**config.mk**
```make
export PLATFORM = sky130hd
export DESIGN_NAME = clock_divider_doze_config
export DESIGN_NICKNAME = d
export VERILOG_FILES = /design/src/core/clock_ratio_divider.v /design/src/core/clock_divider_doze_config.v
export VERILOG_INCLUDE_DIRS = /design/src /design/src/core
export SDC_FILE = /design/constraint.sdc
export NUM_CORES = 1
export LEC_CHECK = 0
export ABC_AREA = 1
export BUFFER_PORTS_ARGS = -buffer_cell sky130_fd_sc_hd__clkbuf_2
export CORE_MARGIN = 2
export CORE_UTILIZATION = 56
export CTS_BUF_LIST = sky130_fd_sc_hd__clkbuf_16
export CTS_CLUSTER_SIZE = 40
export DETAILED_ROUTE_END_ITERATION = 7
export GPL_TIMING_DRIVEN = 1
export HOLD_SLACK_MARGIN = 0.02
export PLACE_DENSITY = 0.95
export SLEW_MARGIN = 20
export SYNTH_ARGS = -nofsm -noshare
export SYNTH_HDL_FRONTEND = slang
export SYNTH_SLANG_ARGS = --single-unit
```
**constraint.sdc**
```tcl
create_clock -name ref_clk -period 5.3 [get_ports ref_clk]
set_clock_uncertainty 0.15 [all_clocks]
set_input_delay 0.265 -clock ref_clk [delete_from_list [all_inputs] [get_ports ref_clk]]
set_output_delay 0.265 -clock ref_clk [all_outputs]
set_load 0.005 [all_outputs]
```
**src/core/clock_divider_doze_config_defines.vh**
```
// Constants for the clock divisor and PLL feedback register block.
// Assumes a 32-bit AXI4-Lite register bus and one system clock.
//
// Operation
// - Ratio field frozen while clock reduction enabled
// - Enable cannot set while ratio is 000
// - Peripheral clock is processor clock over two to the ratio
// - Interrupt clears enable when recover bit set
// - Input divider divides by value plus two
`ifndef CLOCK_DIVIDER_DOZE_CONFIG_DEFINES_VH
`define CLOCK_DIVIDER_DOZE_CONFIG_DEFINES_VH

// ----------------------------------------------------------------
// Register byte addresses
// ----------------------------------------------------------------
`define ADDR_CLOCK_DIVISOR_CONTROL 4'h0
`define ADDR_PLL_FEEDBACK_DIVISOR 4'h4
`define ADDR_DIVIDER_STATUS 4'h8

// ----------------------------------------------------------------
// Field positions in clock_divisor_control
// ----------------------------------------------------------------
`define POS_RECOVER_ON_INTERRUPT 15
`define POS_RATIO_HI 14
`define POS_RATIO_LO 12
`define POS_CLOCK_REDUCTION_ENABLE 11
`define POS_RC_HI 10
`define POS_RC_LO 8
`define POS_OUT_DIV_HI 7
`define POS_OUT_DIV_LO 6
`define POS_IN_DIV_HI 4
`define POS_IN_DIV_LO 0

// ----------------------------------------------------------------
// Reset values
// ----------------------------------------------------------------
`define RST_RECOVER_ON_INTERRUPT 1'h0
`define RST_RATIO 3'h3
`define RST_CLOCK_REDUCTION_ENABLE 1'h0
`define RST_RC_OSC_POSTSCALER 3'h0
`define RST_PLL_OUTPUT_DIVIDER 2'h1
`define RST_PLL_INPUT_DIVIDER 5'h00
`define RST_PLL_FEEDBACK_MULTIPLIER 9'h030

// ----------------------------------------------------------------
// Encodings
// ----------------------------------------------------------------
`define RATIO_NONE 3'h0
`define OUT_DIV_BY2 2'h0
`define OUT_DIV_BY4 2'h1
`define OUT_DIV_RESERVED 2'h2
`define OUT_DIV_BY8 2'h3
`define PRESCALE_OFFSET 6'h02
`define RESP_OKAY 2'h0
`define RESP_DECERR 2'h3

`endif

```
**src/core/clock_ratio_divider.v**
```verilog
// Peripheral clock enable generator for the clock reduction ratio.
// Assumes the ratio only changes while the divider is disabled.
`timescale 1ns/1ps

module clock_ratio_divider #(
  parameter RATIO_W = 3,
  parameter COUNT_W = 8
) (
  // Clock and reset
  input wire ref_clk,
  input wire nrst,
  // Ratio control
  input wire enable,
  input wire [RATIO_W-1:0] ratio,
  // Peripheral clock enable
  output reg periphTick
);

  reg [COUNT_W-1:0] count;
  wire [COUNT_W-1:0] limit;

  // Last count of the period: divisor is two to the ratio
  assign limit = ({{(COUNT_W-1){1'b0}}, 1'b1} << ratio) - {{(COUNT_W-1){1'b0}}, 1'b1};

  // Tick every cycle when disabled, else once per divided period
  always @(posedge ref_clk or negedge nrst) begin
    if (!nrst) begin
      count <= {COUNT_W{1'b0}};
      periphTick <= 1'b0;
    end else if (!enable) begin
      count <= {COUNT_W{1'b0}};
      periphTick <= 1'b1;
    end else if (count >= limit) begin
      count <= {COUNT_W{1'b0}};
      periphTick <= 1'b1;
    end else begin
      count <= count + {{(COUNT_W-1){1'b0}}, 1'b1};
      periphTick <= 1'b0;
    end
  end

endmodule

```
**src/core/clock_divider_doze_config.v**
```verilog
// Clock divisor and PLL feedback configuration registers with an
// AXI4-Lite slave and a peripheral clock enable for clock reduction.
// Assumes irqEvent is a synchronous pulse from the interrupt controller.
//
// The implementer's own choices: the register addresses and the AXI4-Lite register port.
`timescale 1ns/1ps
`include "clock_divider_doze_config_defines.vh"

module clock_divider_doze_config (
  // Clock and reset
  input wire ref_clk,
  input wire nrst,
  // AXI4-Lite write address
  input wire [3:0] awaddr,
  input wire awvalid,
  output reg awready,
  // AXI4-Lite write data
  input wire [31:0] wdata,
  input wire [3:0] wstrb,
  input wire wvalid,
  output reg wready,
  // AXI4-Lite write response
  output reg [1:0] bresp,
  output reg bvalid,
  input wire bready,
  // AXI4-Lite read address
  input wire [3:0] araddr,
  input wire arvalid,
  output reg arready,
  // AXI4-Lite read data
  output reg [31:0] rdata,
  output reg [1:0] rresp,
  output reg rvalid,
  input wire rready,
  // Interrupt event
  input wire irqEvent,
  // Clock system settings
  output reg clockReductionEnable,
  output reg [2:0] rcOscPostscaler,
  output reg [5:0] prescaleFactor,
  output reg [3:0] postscaleFactor,
  output reg [8:0] pllFeedbackMultiplier,
  output wire periphTick
);

  // ----------------------------------------------------------------
  // Register state
  // ----------------------------------------------------------------
  reg recoverOnInterrupt;
  reg [2:0] dozeRatio;
  reg [1:0] pllOutputDivider;
  reg [4:0] pllInputDivider;
  reg [3:0] wrAddr;
  reg [31:0] wrData;
  reg [3:0] wrStrb;
  wire doWrite;
  wire hitControl;
  wire hitFeedback;
  wire hitStatus;
  wire [15:0] controlWord;
  wire [15:0] feedbackWord;
  wire [15:0] statusWord;
  reg [15:0] mergedControl;
  reg [15:0] mergedFeedback;
  reg [2:0] next_dozeRatio;
  reg next_enable;

  // Both address and data held and no response pending
  assign doWrite = !awready && !wready && !bvalid;
  assign hitControl = (wrAddr == `ADDR_CLOCK_DIVISOR_CONTROL);
  assign hitFeedback = (wrAddr == `ADDR_PLL_FEEDBACK_DIVISOR);
  assign hitStatus = (wrAddr == `ADDR_DIVIDER_STATUS);

  // Read views; control bit 5, status bit 3 and unused bits read as zero
  assign controlWord = {recoverOnInterrupt, dozeRatio, clockReductionEnable,
    rcOscPostscaler, pllOutputDivider, 1'b0, pllInputDivider};
  assign feedbackWord = {7'h00, pllFeedbackMultiplier};
  assign statusWord = {2'h0, prescaleFactor, postscaleFactor, 1'b0,
    dozeRatio & {3{clockReductionEnable}}};

  // ----------------------------------------------------------------
  // Write merge with byte strobes and field guards
  // ----------------------------------------------------------------
  // Apply byte lanes, then the ratio and enable guards
  always @* begin
    mergedControl = controlWord;
    mergedFeedback = feedbackWord;
    if (wrStrb[0]) begin
      mergedControl[7:0] = wrData[7:0];
      mergedFeedback[7:0] = wrData[7:0];
    end
    if (wrStrb[1]) begin
      mergedControl[15:8] = wrData[15:8];
      mergedFeedback[15:8] = wrData[15:8];
    end
    // Ratio may only change while reduction is off
    if (clockReductionEnable) begin
      next_dozeRatio = dozeRatio;
    end else begin
      next_dozeRatio = mergedControl[`POS_RATIO_HI:`POS_RATIO_LO];
    end
    // Enable cannot be set while the ratio is 000
    if (next_dozeRatio == `RATIO_NONE) begin
      next_enable = 1'b0;
    end else begin
      next_enable = mergedControl[`POS_CLOCK_REDUCTION_ENABLE];
    end
  end

  // ----------------------------------------------------------------
  // Configuration registers
  // ----------------------------------------------------------------
  // Software writes and the interrupt recovery path
  always @(posedge ref_clk or negedge nrst) begin
    if (!nrst) begin
      recoverOnInterrupt <= `RST_RECOVER_ON_INTERRUPT;
      dozeRatio <= `RST_RATIO;
      clockReductionEnable <= `RST_CLOCK_REDUCTION_ENABLE;
      rcOscPostscaler <= `RST_RC_OSC_POSTSCALER;
      pllOutputDivider <= `RST_PLL_OUTPUT_DIVIDER;
      pllInputDivider <= `RST_PLL_INPUT_DIVIDER;
      pllFeedbackMultiplier <= `RST_PLL_FEEDBACK_MULTIPLIER;
    end else begin
      if (doWrite && hitControl) begin
        recoverOnInterrupt <= mergedControl[`POS_RECOVER_ON_INTERRUPT];
        dozeRatio <= next_dozeRatio;
        clockReductionEnable <= next_enable;
        rcOscPostscaler <= mergedControl[`POS_RC_HI:`POS_RC_LO];
        pllOutputDivider <= mergedControl[`POS_OUT_DIV_HI:`POS_OUT_DIV_LO];
        pllInputDivider <= mergedControl[`POS_IN_DIV_HI:`POS_IN_DIV_LO];
      end
      if (doWrite && hitFeedback) begin
        pllFeedbackMultiplier <= mergedFeedback[8:0];
      end
      // Interrupt wins over a same-cycle write of the enable
      if (irqEvent && recoverOnInterrupt) begin
        clockReductionEnable <= 1'b0;
      end
    end
  end

  // ----------------------------------------------------------------
  // Derived division factors
  // ----------------------------------------------------------------
  // Prescale is code plus two, postscale decoded from the code
  always @(posedge ref_clk or negedge nrst) begin
    if (!nrst) begin
      prescaleFactor <= `PRESCALE_OFFSET;
      postscaleFactor <= 4'h4;
    end else begin
      prescaleFactor <= {1'b0, pllInputDivider} + `PRESCALE_OFFSET;
      case (pllOutputDivider)
        `OUT_DIV_BY2: postscaleFactor <= 4'h2;
        `OUT_DIV_BY4: postscaleFactor <= 4'h4;
        `OUT_DIV_BY8: postscaleFactor <= 4'h8;
        default: postscaleFactor <= 4'h0; // Reserved code gives no factor
      endcase
    end
  end

  // ----------------------------------------------------------------
  // Peripheral clock enable
  // ----------------------------------------------------------------
  clock_ratio_divider #(
    .RATIO_W(3),
    .COUNT_W(8)
  ) ratioDivider (
    .ref_clk(ref_clk),
    .nrst(nrst),
    .enable(clockReductionEnable),
    .ratio(dozeRatio),
    .periphTick(periphTick)
  );

  // ----------------------------------------------------------------
  // AXI4-Lite write channels
  // ----------------------------------------------------------------
  // Capture address and data in either order, then respond
  always @(posedge ref_clk or negedge nrst) begin
    if (!nrst) begin
      awready <= 1'b1;
      wready <= 1'b1;
      bvalid <= 1'b0;
      bresp <= `RESP_OKAY;
      wrAddr <= 4'h0;
      wrData <= 32'h00000000;
      wrStrb <= 4'h0;
    end else begin
      if (awready && awvalid) begin
        awready <= 1'b0;
        wrAddr <= {awaddr[3:2], 2'h0};
      end
      if (wready && wvalid) begin
        wready <= 1'b0;
        wrData <= wdata;
        wrStrb <= wstrb;
      end
      if (doWrite) begin
        bvalid <= 1'b1;
        bresp <= (hitControl || hitFeedback || hitStatus) ? `RESP_OKAY : `RESP_DECERR;
      end
      if (bvalid && bready) begin
        bvalid <= 1'b0;
        awready <= 1'b1;
        wready <= 1'b1;
      end
    end
  end

  // ----------------------------------------------------------------
  // AXI4-Lite read channels
  // ----------------------------------------------------------------
  // One read at a time, answered the cycle after the address
  always @(posedge ref_clk or negedge nrst) begin
    if (!nrst) begin
      arready <= 1'b1;
      rvalid <= 1'b0;
      rresp <= `RESP_OKAY;
      rdata <= 32'h00000000;
    end else begin
      if (arready && arvalid) begin
        arready <= 1'b0;
        rvalid <= 1'b1;
        rresp <= `RESP_OKAY;
        case ({araddr[3:2], 2'h0})
          `ADDR_CLOCK_DIVISOR_CONTROL: rdata <= {16'h0000, controlWord};
          `ADDR_PLL_FEEDBACK_DIVISOR: rdata <= {16'h0000, feedbackWord};
          `ADDR_DIVIDER_STATUS: rdata <= {16'h0000, statusWord};
          default: begin
            rdata <= 32'h00000000;
            rresp <= `RESP_DECERR;
          end
        endcase
      end else if (rvalid && rready) begin
        rvalid <= 1'b0;
        arready <= 1'b1;
      end
    end
  end

endmodule

```
==> reports/metrics.yaml <==
detailed_routing:
  detail-route-antenna-nets: 0
  wl_per_cell_um: 14.9
  drt-total-wl_um: 9040
  dr.pass1.iters: 5
  drt_iter0_drc: 356
  num_vias: 3187
  detail_route.vias_per_cell: 5.25
  drc: 0
floorplan:
  rows: 30
  dieHeight_um: 88.1
  die_w_um: 88.1
  initial_core_util_pct: 58.0
  core_area_sq_um: 6830
  ioPinCount: 117
  die_area_sq_um: 7760
synth:
  ys_top_cells_by_count: "91 x nand2_1, 75 x dfrtp_1, 35 x inv_1"
  ys_warn_count: 0
  syn_area_per_cell_sq_um: 9.59
  synth_ff_type: "dfrtp_1"
  yosysMostFrequentCell: "nand2_1"
  synth.distinct_cells: 34
  synth_edf_count: 0
  yosysTopAreaCell: "dfrtp_1"
  synthCells: 413
  yosysTopAreaCellShare_pct: 47.4
  yosysSeqAreaShare_pct: 54.0
  async_flop_share_pct: 100
  syn_area_sq_um: 3960
  synth.area.top_cells: "dfrtp_1 47%, nand2_1 8.6%, dfstp_2 6.6%"
  ys_ff_latch: 85
global_routing:
  grt_use_met2_pct: 43.0
  grt_usage_pct: 25.5
  grt_use_met3_pct: 5.00
  grt_overflow_total: 0
  grt_max_degree: 86
  grt_pass1_vias: 3009
  antenna_found_initial: 0
  grt_pass1_wl_um: 14800
  busiest_layer: "met2"
  grt_util_met1_pct: 32.1
placement:
  pre_cts_slack_ps: 2800
  place_congestion: 0.853
  hpwl_um: 5940
  place_area_sq_um: 4330
  io_buffers: 77
worst_hold_path:
  hp-class: "in2reg"
clock_network:
  cts_max_level: 3
  cts_resized: 0
  cts_tree: "built"
  post_cts_buffers: 0
  cts_hold_buffers: 15
  cts_root_buffer: "clkbuf_16"
  insertion_delay_ps: 340
  numCtsBuffers: 9
  clockBufferDepth: 2
  clk_pin_slew_worst_paths_ps: 60
  cts_sinks: 85
layout:
  area_growth_pct: 20.2
  fill_cells: 491
  fin_util_pct: 69.7
  diodes: 0
  final_area_sq_um: 4760
  drive_gt1_share_pct: 28.8
  final_nets: 569
critical_path:
  critPathSlowestCell: "dfrtp_1"
  crit_type: "reg2reg"
  worstSetupEndpointType: "flop"
  path_cells: "inv_1, nand3_1, ha_1, inv_1, xor2_1, inv_1, ha_1, nand2_1, inv_1, nand2_1, nand2_1, nand2_1, nand4_2, nor2_1"
  arrival_ps: 2730
  start_kind: "flop"
  cp.required_ps: 5410
  path_max_fanout: 9
  max_stage_delay_ps: 440
sta:
  tns_ps: 0
  rsz0062_at_grt: "false"
  period_needed_ps: 2620
  layout_setup_ws_ps: 2680
  finalSetupViolCount: 0
  timing.final.crit_share_pct: 49.5
  max_freq_ghz: 0.381
  drv_slew: 0
  hold_slack_ps: 21.9
  timing.final.hold_violations: 0
  tightest_slew_ps: 751
  relSlewSlack_pct: 49.9
pwr:
  ir_worst_vdd_mv: 0.251
  p_per_area_nw_per_um2: 551
  p_leak_nw: 2.45
flow_run:
  drv_cap: 0
outcome:
  status: "finished clean"
[metal layers]
metal,wire (um),up-vias
met2,4540,169
met1,3620,1517
li1,-,1476
met5,0,-
met3,621,25
met4,263,0
[stage by stage]
stage	power, W	std cells
2_1_floorplan	0.00168	429
3_3_place_gp	0.00194	575
3_5_place_dp	0.00201	575
4_1_cts	0.00262	606
5_1_grt	0.00280	607
6_report	0.00263	607
[placed cells by master (no fill, tap or decap), types with 2 or more instances in the layout]
| cell | count |
|---|---|
| dlygate4sd3_1 | 16 |
| inv_2 | 4 |
| xnor2_1 | 3 |
| nand3b_1 | 2 |
| inv_1 | 35 |
| ha_1 | 11 |
| clkinv_1 | 2 |
| nand2_1 | 91 |
| clkinv_2 | 3 |
| dfrtp_1 | 75 |
| nor2_1 | 31 |
| mux2_2 | 10 |
| clkbuf_2 | 76 |
| nand3_1 | 29 |
| clkinvlp_4 | 2 |
| nand2_2 | 7 |
| o211ai_1 | 6 |
| nor2_2 | 3 |
| conb_1 | 18 |
| nand2_4 | 3 |
| dfstp_2 | 10 |
| nor2_4 | 2 |
| clkbuf_16 | 9 |
| a31oi_1 | 2 |
| o21ai_0 | 15 |
| o21ai_2 | 14 |
| xor2_1 | 7 |
| a21oi_1 | 15 |
[cell families after synthesis]
group	synth area share, %
buffers and inverters	8.78
XOR/XNOR	2.21
multiplexers	2.84
AND/OR/NAND/NOR	19.5
flip-flops	54.0
other	0.190
AO/OA/AOI/OAI	9.03
adder cells (fa/ha/maj)	3.47
[sequential cells by signal, indices dropped and copies added, names as in the netlist, 2 cells and up]
| signal | count |
|---|---|
| rcOscPostscaler | 3 |
| wrAddr | 2 |
| dozeRatio | 3 |
| wrData | 16 |
| pllInputDivider | 5 |
| ratioDivider.count | 8 |
| prescaleFactor | 6 |
| rdata | 16 |
| postscaleFactor | 3 |
| pllOutputDivider | 2 |
| wrStrb | 2 |
| pllFeedbackMultiplier | 9 |
[final timing paths]
check / start / to / slack [ps] / cells after the start
setup / recovery: dozeRatio[2] / ratioDivider.count[0] / 2680 / 14
hold / removal: wdata[0] / wrData[0] / 20 / 3
setup reg to reg: dozeRatio[2] / ratioDivider.count[0] / 2680 / 14
hold reg to reg: pllInputDivider[0] / prescaleFactor[0] / 300 / 0
max in group asynchronous: nrst / rvalid / 4080 / 2
min in group asynchronous: nrst / bvalid / 410 / 2
[worst max-delay path, delay by kind of cell, from the launching register on]
kind                     cells  cell delay [ps]
adder cells (fa/ha/maj)      2              510
buffers and inverters        4              450
XOR/XNOR                     1              160
AND/OR/NAND/NOR              7              840
flip-flops                   1              440
[area by class of cell]
class                   instances  area [sq um]  area share [%]
clock buffers                   9           225            4.73
clock inverters                 7          42.5           0.893
inverters                      40           150            3.15
multi-input cells             277          1530            32.2
flip-flops and latches         85          2140            44.9
well taps                      96           120            2.52
repair buffers                 93           552            11.6
[power breakdown]
part	internal [W]	total [W]	switching, W
clock network	0.000314	0.000570	0.000257
logic	0.000370	0.000895	0.000524
registers	0.000936	0.00116	0.000223
total	0.00162	0.00263	0.00100
Power figures use the tool's default switching activity.
